File: config.mk
export PLATFORM = sky130hd
export DESIGN_NAME = tmc_ctrl_word
export DESIGN_NICKNAME = d
export VERILOG_FILES = /design/src/hw/tmc_pkg.sv /design/src/hw/tmc_regbus_if.sv /design/src/hw/tmc_ahb_slave.sv /design/src/hw/tmc_ctrl_word.sv /design/src/hw/tmc_irq.sv
export SDC_FILE = /design/constraint.sdc
export NUM_CORES = 1
export LEC_CHECK = 0
export BUFFER_PORTS_ARGS = -buffer_cell sky130_fd_sc_hd__buf_2
export CORE_ASPECT_RATIO = 0.5
export CORE_UTILIZATION = 45
export DETAILED_ROUTE_END_ITERATION = 6
export PLACE_DENSITY = 0.77
export SYNTH_ARGS = -nofsm -noshare
export SYNTH_HDL_FRONTEND = slang
export SYNTH_SLANG_ARGS = --single-unit
File: constraint.sdc
create_clock -name ref_clk_i -period 2.05 [get_ports ref_clk_i]
set_input_delay 0.3075 -clock ref_clk_i [delete_from_list [all_inputs] [get_ports ref_clk_i]]
set_output_delay 0.3075 -clock ref_clk_i [all_outputs]
set_load 0.03 [all_outputs]
File: src/hw/tmc_pkg.sv
package tmc_pkg;

	// ------------------------------------------------------------
	// Register offsets (byte addresses, one word each)
	// ------------------------------------------------------------
	localparam logic [7:0] OFF_CTRL  = 8'h00;
	localparam logic [7:0] OFF_CFG   = 8'h04;
	localparam logic [7:0] OFF_GEN   = 8'h08;
	localparam logic [7:0] OFF_STAT  = 8'h0c;
	localparam logic [7:0] OFF_MASK  = 8'h10;
	localparam logic [7:0] OFF_INDEX = 8'h14;
	localparam logic [7:0] OFF_LOG   = 8'h18;

	// ------------------------------------------------------------
	// Control word fields
	// ------------------------------------------------------------
	localparam int B_IXZ_EN = 15;
	localparam int B_ACC_EN = 14;
	localparam int B_BC_EN  = 13;
	localparam int B_BUSY   = 12;
	localparam int B_DESCRIPTOR_ACCESSED_FLAG   = 11;
	localparam int B_DPB    = 10;
	localparam int B_BROADCAST_SEEN_FLAG  = 9;
	localparam int B_PINGPONG_ACTIVE_FLAG   = 8;
	localparam int B_PINGPONG_SUSPEND_REQUEST  = 3;
	localparam int B_PINGPONG_SELECT   = 2;
	localparam logic [15:0] CTRL_RST       = 16'h0000;
	localparam logic [15:0] HOST_ANY_MASK  = 16'hf008;
	localparam logic [15:0] HOST_IDLE_MASK = 16'h0004;
	localparam logic [15:0] USED_MASK      = 16'hff0c;

	// ------------------------------------------------------------
	// Configuration and interrupt fields
	// ------------------------------------------------------------
	localparam int C_TFE  = 0;
	localparam int C_EXEC = 1;
	localparam int C_SIMPLIFIED_MODECODE_HANDLING = 2;
	localparam int C_SOFT_RESET_CMD = 3;
	localparam logic [2:0] CFG_RST = 3'h0;
	localparam int NUM_EV = 3;
	localparam int EV_IXZ = 0;
	localparam int EV_ACC = 1;
	localparam int EV_BC  = 2;
	localparam logic [2:0] EV_RST = 3'h0;

	// Mode code subaddresses
	localparam logic [4:0] SA_MC_LO = 5'h00;
	localparam logic [4:0] SA_MC_HI = 5'h1f;

	typedef enum logic [1:0] {
		TMC_MODE_INDEXED,
		TMC_MODE_PINGPONG,
		TMC_MODE_SIMPLE
	} tmc_mode_t;

endpackage

File: src/hw/tmc_regbus_if.sv
`timescale 1ns/1ns
`default_nettype none
// Register strobes between the bus front end and the register bank
interface tmc_regbus_if;
	logic        wr;
	logic        rd;
	logic [7:0]  waddr;
	logic [7:0]  raddr;
	logic [31:0] wdata;
	logic [31:0] rdata;
	modport front (output wr, rd, waddr, raddr, wdata, input rdata);
	modport regs  (input wr, rd, waddr, raddr, wdata, output rdata);
endinterface
`default_nettype wire
File: src/hw/tmc_ahb_slave.sv
`timescale 1ns/1ns
`default_nettype none
module tmc_ahb_slave (
	input  wire logic        ref_clk_i,
	input  wire logic        arst_n_i,
	input  wire logic        hsel_i,
	input  wire logic [31:0] haddr_i,
	input  wire logic [1:0]  htrans_i,
	input  wire logic        hwrite_i,
	input  wire logic [2:0]  hsize_i,
	input  wire logic [31:0] hwdata_i,
	input  wire logic        hready_i,
	output logic      [31:0] hrdata_o,
	output logic             hreadyout_o,
	output logic             hresp_o,
	tmc_regbus_if.front      bus
);
	// ------------------------------------------------------------
	// Address phase capture
	// ------------------------------------------------------------
	logic        acc;
	logic        wr_q, wr_d;
	logic [7:0]  wa_q, wa_d;
	logic [31:0] rd_q, rd_d;

	// Only whole-word transfers are taken; others complete harmlessly
	assign acc = hsel_i & htrans_i[1] & hready_i & (hsize_i == 3'h2);

	always_comb begin
		wr_d = acc & hwrite_i;
		wa_d = acc ? haddr_i[7:0] : wa_q;
		rd_d = (acc & ~hwrite_i) ? bus.rdata : rd_q;
	end

	always_ff @(posedge ref_clk_i or negedge arst_n_i) begin
		if (!arst_n_i) begin
			wr_q <= 1'b0;
			wa_q <= 8'h00;
			rd_q <= 32'h0000_0000;
		end else begin
			wr_q <= wr_d;
			wa_q <= wa_d;
			rd_q <= rd_d;
		end
	end

	// Zero wait states, always OKAY
	assign hreadyout_o = 1'b1;
	assign hresp_o     = 1'b0;
	assign hrdata_o    = rd_q;
	assign bus.rd      = acc & ~hwrite_i;
	assign bus.raddr   = haddr_i[7:0];
	assign bus.wr      = wr_q;
	assign bus.waddr   = wa_q;
	assign bus.wdata   = hwdata_i;
endmodule
`default_nettype wire

File: src/hw/tmc_ctrl_word.sv
// The AHB-Lite register port and the register addresses were chosen for this implementation.
`timescale 1ns/1ns
`default_nettype none
module tmc_ctrl_word #(
	parameter int unsigned INDEX_W = 8,
	parameter int unsigned LOG_W   = 8
) (
	input  wire logic        ref_clk_i,
	input  wire logic        arst_n_i,
	input  wire logic        hsel_i,
	input  wire logic [31:0] haddr_i,
	input  wire logic [1:0]  htrans_i,
	input  wire logic        hwrite_i,
	input  wire logic [2:0]  hsize_i,
	input  wire logic [31:0] hwdata_i,
	input  wire logic        hready_i,
	output logic      [31:0] hrdata_o,
	output logic             hreadyout_o,
	output logic             hresp_o,
	input  wire logic        cmd_done_i,
	input  wire logic        cmd_valid_i,
	input  wire logic        cmd_tr_i,
	input  wire logic [4:0]  cmd_subaddr_i,
	input  wire logic        cmd_broadcast_seen_flag_i,
	output logic      [15:0] ctrl_word_o,
	output logic             second_pointer_select_o,
	output logic             pingpong_active_o,
	output logic             make_busy_o,
	output logic             irq_o
);
	// ------------------------------------------------------------
	// Elaboration checks
	// ------------------------------------------------------------
	if (INDEX_W < 1 || INDEX_W > 16) begin : g_chk
		$error("tmc_ctrl_word: INDEX_W out of range");
	end

	// ------------------------------------------------------------
	// Helpers
	// ------------------------------------------------------------
	function automatic logic is_modecode(input logic       tr,
	                                     input logic [4:0] sa);
		return tr && (sa == tmc_pkg::SA_MC_LO ||
		              sa == tmc_pkg::SA_MC_HI);
	endfunction

	function automatic logic hit(input logic [7:0] a,
	                             input logic [7:0] off);
		return a == off;
	endfunction

	// ------------------------------------------------------------
	// Bus front end and interrupt block
	// ------------------------------------------------------------
	tmc_regbus_if bus ();

	tmc_ahb_slave u_slave (
		.ref_clk_i   (ref_clk_i),
		.arst_n_i    (arst_n_i),
		.hsel_i      (hsel_i),
		.haddr_i     (haddr_i),
		.htrans_i    (htrans_i),
		.hwrite_i    (hwrite_i),
		.hsize_i     (hsize_i),
		.hwdata_i    (hwdata_i),
		.hready_i    (hready_i),
		.hrdata_o    (hrdata_o),
		.hreadyout_o (hreadyout_o),
		.hresp_o     (hresp_o),
		.bus         (bus.front)
	);

	localparam int N = tmc_pkg::NUM_EV;

	logic [N-1:0]     ev;
	logic [N-1:0]     status;
	logic [N-1:0]     mask;
	logic [LOG_W-1:0] log_cnt;
	logic [N-1:0]     log_last;
	logic             wr_stat;
	logic             wr_mask;

	assign wr_stat = bus.wr && hit(bus.waddr, tmc_pkg::OFF_STAT);
	assign wr_mask = bus.wr && hit(bus.waddr, tmc_pkg::OFF_MASK);

	tmc_irq #(
		.LOG_W (LOG_W)
	) u_irq (
		.ref_clk_i  (ref_clk_i),
		.arst_n_i   (arst_n_i),
		.ev_i       (ev),
		.stat_wr_i  (wr_stat),
		.mask_wr_i  (wr_mask),
		.wdata_i    (bus.wdata[N-1:0]),
		.status_o   (status),
		.mask_o     (mask),
		.log_cnt_o  (log_cnt),
		.log_last_o (log_last),
		.irq_o      (irq_o)
	);

	// ------------------------------------------------------------
	// State
	// ------------------------------------------------------------
	logic [15:0]        ctrl_q, ctrl_d;
	logic [2:0]         cfg_q, cfg_d;
	logic [N-1:0]       gen_q, gen_d;
	logic [INDEX_W-1:0] idx_q, idx_d;
	logic               arm_q, arm_d;
	logic               rdc_q, rdc_d;

	logic               exec;
	logic               mc_done;
	logic               soft_reset_cmd;
	logic               wr_ctrl;
	logic [15:0]        wmask;
	tmc_pkg::tmc_mode_t mode;

	assign exec = cfg_q[tmc_pkg::C_EXEC];

	assign mc_done = cmd_done_i && cmd_valid_i && exec &&
	                 is_modecode(cmd_tr_i, cmd_subaddr_i);

	assign wr_ctrl = bus.wr && hit(bus.waddr, tmc_pkg::OFF_CTRL);
	assign soft_reset_cmd    = bus.wr && hit(bus.waddr, tmc_pkg::OFF_CFG) &&
	                 bus.wdata[tmc_pkg::C_SOFT_RESET_CMD];

	always_comb begin
		if (cfg_q[tmc_pkg::C_SIMPLIFIED_MODECODE_HANDLING]) begin
			mode = tmc_pkg::TMC_MODE_SIMPLE;
		end else if (ctrl_q[tmc_pkg::B_PINGPONG_SELECT]) begin
			mode = tmc_pkg::TMC_MODE_PINGPONG;
		end else begin
			mode = tmc_pkg::TMC_MODE_INDEXED;
		end
	end

	// bit 2 writable only while idle
	// host mask never covers bits 8-11
	assign wmask = tmc_pkg::HOST_ANY_MASK |
	               (exec ? 16'h0000 : tmc_pkg::HOST_IDLE_MASK);

	// ------------------------------------------------------------
	// Interrupt events
	// ------------------------------------------------------------
	always_comb begin
		ev = '0;
		ev[tmc_pkg::EV_IXZ] = mc_done &&
			mode == tmc_pkg::TMC_MODE_INDEXED &&
			idx_q == INDEX_W'(1) &&
			ctrl_q[tmc_pkg::B_IXZ_EN] && gen_q[tmc_pkg::EV_IXZ];
		ev[tmc_pkg::EV_ACC] = mc_done &&
			ctrl_q[tmc_pkg::B_ACC_EN] && gen_q[tmc_pkg::EV_ACC];
		ev[tmc_pkg::EV_BC] = mc_done && cmd_broadcast_seen_flag_i &&
			ctrl_q[tmc_pkg::B_BC_EN] && gen_q[tmc_pkg::EV_BC];
	end

	// ------------------------------------------------------------
	// Control word next state; later steps override earlier ones
	// ------------------------------------------------------------
	always_comb begin
		ctrl_d = ctrl_q;
		cfg_d  = cfg_q;
		gen_d  = gen_q;
		idx_d  = idx_q;
		arm_d  = arm_q;
		rdc_d  = bus.rd && hit(bus.raddr, tmc_pkg::OFF_CTRL);

		// Host writes to side registers
		if (bus.wr && hit(bus.waddr, tmc_pkg::OFF_CFG)) begin
			cfg_d = bus.wdata[2:0];
		end
		if (bus.wr && hit(bus.waddr, tmc_pkg::OFF_GEN)) begin
			gen_d = bus.wdata[N-1:0];
		end
		if (bus.wr && hit(bus.waddr, tmc_pkg::OFF_INDEX)) begin
			idx_d = bus.wdata[INDEX_W-1:0];
		end

		// Host write to the word itself
		if (wr_ctrl) begin
			ctrl_d = (ctrl_q & ~wmask) | (bus.wdata[15:0] & wmask);
			// a write while disabled disarms the acknowledge
			arm_d  = cfg_q[tmc_pkg::C_TFE];
		end

		// clear accessed flag once read data has gone out
		if (rdc_q) begin
			ctrl_d[tmc_pkg::B_DESCRIPTOR_ACCESSED_FLAG] = 1'b0;
		end

		// device updates come after host writes
		if (exec) begin
			case (mode)
			tmc_pkg::TMC_MODE_PINGPONG: begin
				// suspend handshake on the active flag
				ctrl_d[tmc_pkg::B_PINGPONG_ACTIVE_FLAG] = arm_q &&
					!ctrl_q[tmc_pkg::B_PINGPONG_SUSPEND_REQUEST];
			end
			tmc_pkg::TMC_MODE_INDEXED: begin
				ctrl_d[tmc_pkg::B_PINGPONG_ACTIVE_FLAG] = 1'b0;
			end
			default: begin
				ctrl_d[tmc_pkg::B_PINGPONG_ACTIVE_FLAG] = ctrl_q[tmc_pkg::B_PINGPONG_ACTIVE_FLAG];
			end
			endcase
		end

		if (mc_done) begin
			// device maintains status bits while executing
			ctrl_d[tmc_pkg::B_DESCRIPTOR_ACCESSED_FLAG] = 1'b1;
			if (cmd_broadcast_seen_flag_i) begin
				ctrl_d[tmc_pkg::B_BROADCAST_SEEN_FLAG] = 1'b1;
			end
			case (mode)
			tmc_pkg::TMC_MODE_PINGPONG: begin
				// without acknowledge the same buffer is reused
				if (ctrl_q[tmc_pkg::B_PINGPONG_ACTIVE_FLAG]) begin
					ctrl_d[tmc_pkg::B_DPB] = ~ctrl_q[tmc_pkg::B_DPB];
				end
			end
			tmc_pkg::TMC_MODE_INDEXED: begin
				// Index stops at zero, it never wraps
				if (idx_q != '0) begin
					idx_d = idx_q - INDEX_W'(1);
				end
			end
			default: begin
				idx_d = idx_d;
			end
			endcase
		end

		// soft reset clears only three flags
		if (soft_reset_cmd) begin
			ctrl_d[tmc_pkg::B_DESCRIPTOR_ACCESSED_FLAG]  = 1'b0;
			ctrl_d[tmc_pkg::B_DPB]   = 1'b0;
			ctrl_d[tmc_pkg::B_BROADCAST_SEEN_FLAG] = 1'b0;
		end

		ctrl_d = ctrl_d & tmc_pkg::USED_MASK;
	end

	// master reset clears the whole word
	always_ff @(posedge ref_clk_i or negedge arst_n_i) begin
		if (!arst_n_i) begin
			ctrl_q <= tmc_pkg::CTRL_RST;
			cfg_q  <= tmc_pkg::CFG_RST;
			gen_q  <= tmc_pkg::EV_RST;
			idx_q  <= '0;
			arm_q  <= 1'b0;
			rdc_q  <= 1'b0;
		end else begin
			ctrl_q <= ctrl_d;
			cfg_q  <= cfg_d;
			gen_q  <= gen_d;
			idx_q  <= idx_d;
			arm_q  <= arm_d;
			rdc_q  <= rdc_d;
		end
	end

	// ------------------------------------------------------------
	// Read mux; unmapped offsets read as zero
	// ------------------------------------------------------------
	always_comb begin
		bus.rdata = 32'h0000_0000;
		case (bus.raddr)
		tmc_pkg::OFF_CTRL:  bus.rdata[15:0] = ctrl_q;
		tmc_pkg::OFF_CFG:   bus.rdata[2:0] = cfg_q;
		tmc_pkg::OFF_GEN:   bus.rdata[N-1:0] = gen_q;
		tmc_pkg::OFF_STAT:  bus.rdata[N-1:0] = status;
		tmc_pkg::OFF_MASK:  bus.rdata[N-1:0] = mask;
		tmc_pkg::OFF_INDEX: bus.rdata[INDEX_W-1:0] = idx_q;
		tmc_pkg::OFF_LOG: begin
			bus.rdata[LOG_W-1:0] = log_cnt;
			bus.rdata[16+N-1:16] = log_last;
		end
		default:            bus.rdata = 32'h0000_0000;
		endcase
	end

	// Outputs straight from flip-flops
	assign ctrl_word_o             = ctrl_q;
	assign second_pointer_select_o = ctrl_q[tmc_pkg::B_DPB];
	assign pingpong_active_o       = ctrl_q[tmc_pkg::B_PINGPONG_ACTIVE_FLAG];
	assign make_busy_o             = ctrl_q[tmc_pkg::B_BUSY];
endmodule
`default_nettype wire

File: src/hw/tmc_irq.sv
`timescale 1ns/1ns
`default_nettype none
module tmc_irq #(
	parameter int unsigned LOG_W = 8
) (
	input  wire logic                       ref_clk_i,
	input  wire logic                       arst_n_i,
	input  wire logic [tmc_pkg::NUM_EV-1:0] ev_i,
	input  wire logic                       stat_wr_i,
	input  wire logic                       mask_wr_i,
	input  wire logic [tmc_pkg::NUM_EV-1:0] wdata_i,
	output logic      [tmc_pkg::NUM_EV-1:0] status_o,
	output logic      [tmc_pkg::NUM_EV-1:0] mask_o,
	output logic      [LOG_W-1:0]           log_cnt_o,
	output logic      [tmc_pkg::NUM_EV-1:0] log_last_o,
	output logic                            irq_o
);
	localparam int N = tmc_pkg::NUM_EV;
	if (LOG_W < 1 || LOG_W > 16) begin : g_chk
		$error("tmc_irq: LOG_W out of range");
	end

	logic [N-1:0]     st_q, st_d, mk_q, mk_d, last_q, last_d;
	logic [LOG_W-1:0] cnt_q, cnt_d;

	// ------------------------------------------------------------
	// Sticky status, write one to clear; a new event wins
	// ------------------------------------------------------------
	for (genvar i = 0; i < N; i++) begin : g_st
		always_comb begin
			st_d[i] = st_q[i];
			if (stat_wr_i && wdata_i[i]) begin
				st_d[i] = 1'b0;
			end
			if (ev_i[i]) begin
				st_d[i] = 1'b1;
			end
		end
	end

	// Mask and log: one entry per cycle that raises any event
	always_comb begin
		mk_d   = mask_wr_i ? wdata_i : mk_q;
		cnt_d  = (|ev_i) ? cnt_q + 1'b1 : cnt_q;
		last_d = (|ev_i) ? ev_i : last_q;
	end

	always_ff @(posedge ref_clk_i or negedge arst_n_i) begin
		if (!arst_n_i) begin
			st_q   <= tmc_pkg::EV_RST;
			mk_q   <= tmc_pkg::EV_RST;
			last_q <= tmc_pkg::EV_RST;
			cnt_q  <= '0;
		end else begin
			st_q   <= st_d;
			mk_q   <= mk_d;
			last_q <= last_d;
			cnt_q  <= cnt_d;
		end
	end

	assign status_o   = st_q;
	assign mask_o     = mk_q;
	assign log_cnt_o  = cnt_q;
	assign log_last_o = last_q;
	assign irq_o      = |(st_q & mk_q);
endmodule
`default_nettype wire

# Yosys cells after proc, flatten, opt, wreduce, memory -nomap -nowiden
# Index checks and enable logic that the tools add are counted.
dict set report totals {
  regBits 71
  output_inout_bits 54
}
dict set report classes {
  add_sub_neg 2
  n_eq_ne 16
  n_mux 26
  bitwise 12
  n_reduce_logical 40
}
# operator count
set op_table {}
lappend op_table {{== test 8 x 5 -> 1 bit, second input constant} 5}
lappend op_table {{2-to-1 mux 8 bit} 5}
lappend op_table {{AND 16 bit} 2}
lappend op_table {{== test 8 x 4 -> 1 bit, second input constant} 4}
lappend op_table {{logical AND 1 bit} 25}
lappend op_table {{one-hot mux 3 bit (7 select lines)} 1}
lappend op_table {{== test 8 x 3 -> 1 bit, second input constant} 2}
lappend op_table {{zero test 8 bit} 2}
lappend op_table {{inverter 16 bit} 1}
lappend op_table {{OR 16 bit} 1}
lappend op_table {{one-hot mux 5 bit (3 select lines)} 1}
lappend op_table {{2-to-1 mux 1 bit} 12}
lappend op_table {{2-to-1 mux 12 bit} 1}
lappend op_table {{2-to-1 mux 3 bit} 4}
lappend op_table {{adder 8 x 1 -> 8 bit, second input constant} 1}
lappend op_table {{== test 8 x 1 -> 1 bit, second input constant} 1}
lappend op_table {{nonzero test 2 bit} 4}
lappend op_table {{nonzero test 8 bit} 1}
lappend op_table {{subtractor 8 x 1 -> 8 bit, second input constant} 1}
lappend op_table {{OR reduction 3 bit} 2}
lappend op_table {{AND 1 bit} 5}
lappend op_table {{== test 5 bit, second input constant} 1}
lappend op_table {{zero test 5 bit} 1}
lappend op_table {{nonzero test 4 bit} 1}
lappend op_table {{other kinds (11)} 12}

# Logic depth before layout (Yosys ltp)
dict set report logic_depth {
  depth_word 9
  mapped_depth 6
  mapped_depth_nobuf 6
}

# Cells and area by module
# A second synthesis with hierarchy kept.
dict set report hier_totals {
  hier_cells 389
  area_unflattened_um2 4513.1
}
# module instances cells_each area_per_inst_um2
set modules_own_cells {}
lappend modules_own_cells {tmc_ahb_slave 1 133 1909.3}
lappend modules_own_cells {tmc_ctrl_word 1 201 1890.6}
lappend modules_own_cells {tmc_irq 1 55 713.2}

# Least setup slack after synthesis
# Ideal clock, no wire load.
dict set report synth_timing {
  kind {reg2reg}
  start {register (tool-made name)}
  end {register u_irq.cnt_q[1] (netlist: u_irq.log_cnt_o[1])}
  setup_ns 0.128
  t_arrival_ns 1.879
  setup_slack_ns 0.043
  stages_incl_launch_ff 5
  synth_period_minus_slack_ns 2.007
  cell_sequence {dfrtp_1 -> nor4bb_1 -> nand4_2 -> a211oi_2 -> mux2_1}
}
# item line_no
set synth_rtl {}
lappend synth_rtl {{to (signal assigned)} tmc_irq.sv:58} ;# cnt_q <= cnt_d;
lappend synth_rtl {{to (decl)} tmc_irq.sv:24} ;# logic [LOG_W-1:0] cnt_q, cnt_d;

# Final worst setup path
dict set report layout_timing {
  start {register idx_q[2]}
  end {register idx_q[7]}
}
dict set report layout_via {
  elab_chain_len 4
}
# item line_no
set layout_rtl {}
lappend layout_rtl {{from (decl)} tmc_ctrl_word.sv:108} ;# logic [INDEX_W-1:0] idx_q, idx_d;
lappend layout_rtl {{from (signal assigned)} tmc_ctrl_word.sv:257} ;# idx_q <= idx_d;
lappend layout_rtl {{subtractor 8 x 1 -> 8 bit or nonzero test 8 bit (tied branches)} {tmc_ctrl_word.sv:225, tmc_ctrl_word.sv:224}}
lappend layout_rtl {{2-to-1 mux 8 bit *} tmc_ctrl_word.sv:224} ;# if (idx_q != '0) begin
lappend layout_rtl {{2-to-1 mux 8 bit *} tmc_ctrl_word.sv:215} ;# case (mode)
lappend layout_rtl {{2-to-1 mux 8 bit *} tmc_ctrl_word.sv:209} ;# if (mc_done) begin
lappend layout_rtl {{net idx_d[7]} tmc_ctrl_word.sv:108}
# The timed path passes the listed nets; every way through them passes the cells marked *.
# A chain may end at the register's enable or synchronous reset.

==> impl_metrics.toml <==
[sta]
hold_ws_ns = 0.197
tns_ns = 0
relSlewSlack = 0.624
hold_viol = 0
rsz0062_at_grt = "false"
slew_violations = 0
tightestPinTransition_ns = 0.563
fmax_ghz = 0.504
finalCritPeriodShare = 0.967
period_minus_slack_ns = 1.98
clock_skew_ns = 0.00661
setup_viol = 0

[grt]
grt_start_max_net_pins = 72
grtUsageTotal = 0.231
grt-ovfl-total = 0
grt_pass1_wl_um = 15200
antenna_found_initial = 0
grt_pass1_vias = 2897

[synth]
syn_area_per_cell_um2 = 11.1
syn_area_um2 = 3780
ys_seq_area_frac = 0.470
async_reset_ff_frac = 1.00
ys_dominant_reg_cell = "dfrtp_1"
synth-seq-cells = 71
syn_inst = 341
yosysWarnings = 0
synth_common_cells = "71 x dfrtp_1, 24 x buf_4, 23 x mux2_2"
synth_edf_count = 0
synth.top_cell.area_share = 0.470
synth_area_leaders = "dfrtp_1 47%, mux2_2 6.9%, buf_4 4.8%"
yosysTopAreaCell = "dfrtp_1"
synth.most_common_cell = "dfrtp_1"
synth_cell_types = 60

[die]
die_area_um2 = 8790
rows = 23
dieWidth_um = 132
io_pins = 137
core_um2 = 8060
start_util = 0.469
fp.dieH_um = 66.8

[setup_path]
path_class = "flip-flop to flip-flop"
crit_arrival_ns = 2.26
cp.required_ns = 2.32
crit_slowest_cell = "or4_4"
startpoint_type = "flip-flop"
max_stage_delay_ns = 0.57
crit_chain = "or4_4 -> or4_1 -> or4_1 -> nand4_1"
crit_fanout = 4
cp-end-kind = "flip-flop"
crit_top_cell = "or4_1"

[clock_network]
clk_path_buf_depth = 2
htree_levels = 3
clock_latency_ns = 0.35
cts.sinks = 71
cts_tree = "yes"
clock-root-buffer = "clkbuf_16"
clkTransAtPathRegs_ns = 0.06
cts_buffers = 9

[placement]
io_buffers = 70
finalWeightedCongestion = 0.842
hpwl_um = 6940

[drt]
route.detailed.drc = 0
dr.pass1.iters = 5
num_vias = 3098
detail_route.vias_per_cell = 5.63
route.detailed.wl_per_inst_um = 17.3
drtIter0Drc = 265
ant_nets = 0
drt_wl_total_um = 9490

[pwr]
p_per_area_nw_per_um2 = 773
power.leakage_nw = 2.20
p_total_w = 0.00362
ir_drop_v = 0.000441

[status]
status = "complete, no violations"

[final_layout]
num_antenna_cells = 0
fill_cells = 684
final_nets = 520
drive_gt1_frac = 0.358
area_delta_synth_final_pct = 23.9
multiInputGateArea_um2 = 1830
seqCellArea_um2 = 1780

[hold_path]
hp-class = "input port to flip-flop"

[job]
max-cap-violations = 0
worst max-delay path: cells and delay by family (launching register included):
family,cells,cell delay (ns)
and+or+nand+nor,4,1.52
DFF,1,0.39
where the power goes:
part | switching [W] | internal, W | total (W) | leakage, nW
clock | 0.000608 | 0.00101 | 0.00162 | 0.145
sequential | 0.0000811 | 0.00147 | 0.00155 | 0.922
combinational | 0.000276 | 0.000171 | 0.000447 | 1.13
metrics by stage:
stage	std cells	util	instance area, um^2	worst slack (ns)
after floorplan	360	-	3850	0.0431
after global placement	530	0.535	4310	0.00456
after detailed placement	530	0.535	4310	-0.0352
after CTS	549	0.576	4640	0.0261
after global routing	550	0.581	4680	0.000249
final	550	0.581	4680	0.0668
flip-flops by register name, indices dropped and copies added, names as in the netlist, named ones only:
register           cells
arm_q                  1
cfg_q                  3
ctrl_word_o            9
gen_q                  3
idx_q                  8
rdc_q                  1
u_irq.log_cnt_o        8
u_irq.log_last_o       3
u_irq.mask_o           3
u_irq.status_o         3
u_slave.bus.waddr      8
u_slave.bus.wr         1
u_slave.hrdata_o      19
cell type report:
cell class | instances | area share
timing repair buffer | 100 | 0.126
clock buffer | 12 | 0.0548
tap | 112 | 0.0299
inverter | 10 | 0.00802
multi-input combinational | 241 | 0.390
sequential | 71 | 0.379
clock inverter | 4 | 0.0115
per-layer routing:
layer / share of wire / global-route usage / wire (um)
met1: 0.48 / 0.317 / 4550
met2: 0.45 / 0.354 / 4230
met3: 0.061 / 0.0654 / 578
met4: 0.014 / 0.0727 / 133
met5: 0 / 0 / 0
cell usage in the layout (no fill, tap or decap), types with 4 or more instances in the layout:
cell and instances:
a22o_1 12, dfrtp_1 71, nor2_1 7, nand4_1 11
o21ai_0 6, buf_2 70, mux2_2 23, a211oi_1 4
clkbuf_16 9, nand2_1 22, ha_1 4, o21ai_1 5
nand3_1 15, o22ai_1 5, xor2_1 6, or4_1 6
o211ai_1 10, nor3_1 6, conb_1 21, nor2b_1 4
o2bb2ai_1 4, mux2i_1 10, buf_4 28, a22oi_1 5
a2111oi_2 4, inv_1 10
path summary, 6_finish.rpt:
check,depth (start not counted),start,slack (ns),endpoint
worst max-delay path,4,idx_q[2],0.07,idx_q[7]
worst min-delay path,2,hwdata_i[12],0.20,ctrl_word_o[12]
worst max register to register,4,idx_q[2],0.07,idx_q[7]
worst min register to register,2,u_slave.hrdata_o[1],0.47,u_slave.hrdata_o[1]
max in group asynchronous,3,arst_n_i,1.23,idx_q[2]
min in group asynchronous,3,arst_n_i,0.51,u_slave.hrdata_o[5]
repair_timing:
action,in CTS,in global routing
endpoints found under the hold margin,28,0
pin swaps,1,1
hold buffers,1,0
resized for setup,0,4
buffers inserted,2,1
setup endpoints to repair,1,8
logic make-up after synthesis:
family,count (synthesis),synth area share
and+or+nand+nor,103,0.167
DFF,71,0.470
AOI/OAI and AO/OA,69,0.144
buffers and inverters,48,0.0735
muxes,37,0.114
xor gates and xnor gates,7,0.0162
adders and majority gates,4,0.0132
other,2,0.00199
Note: power is estimated with default switching activity, not from simulation.
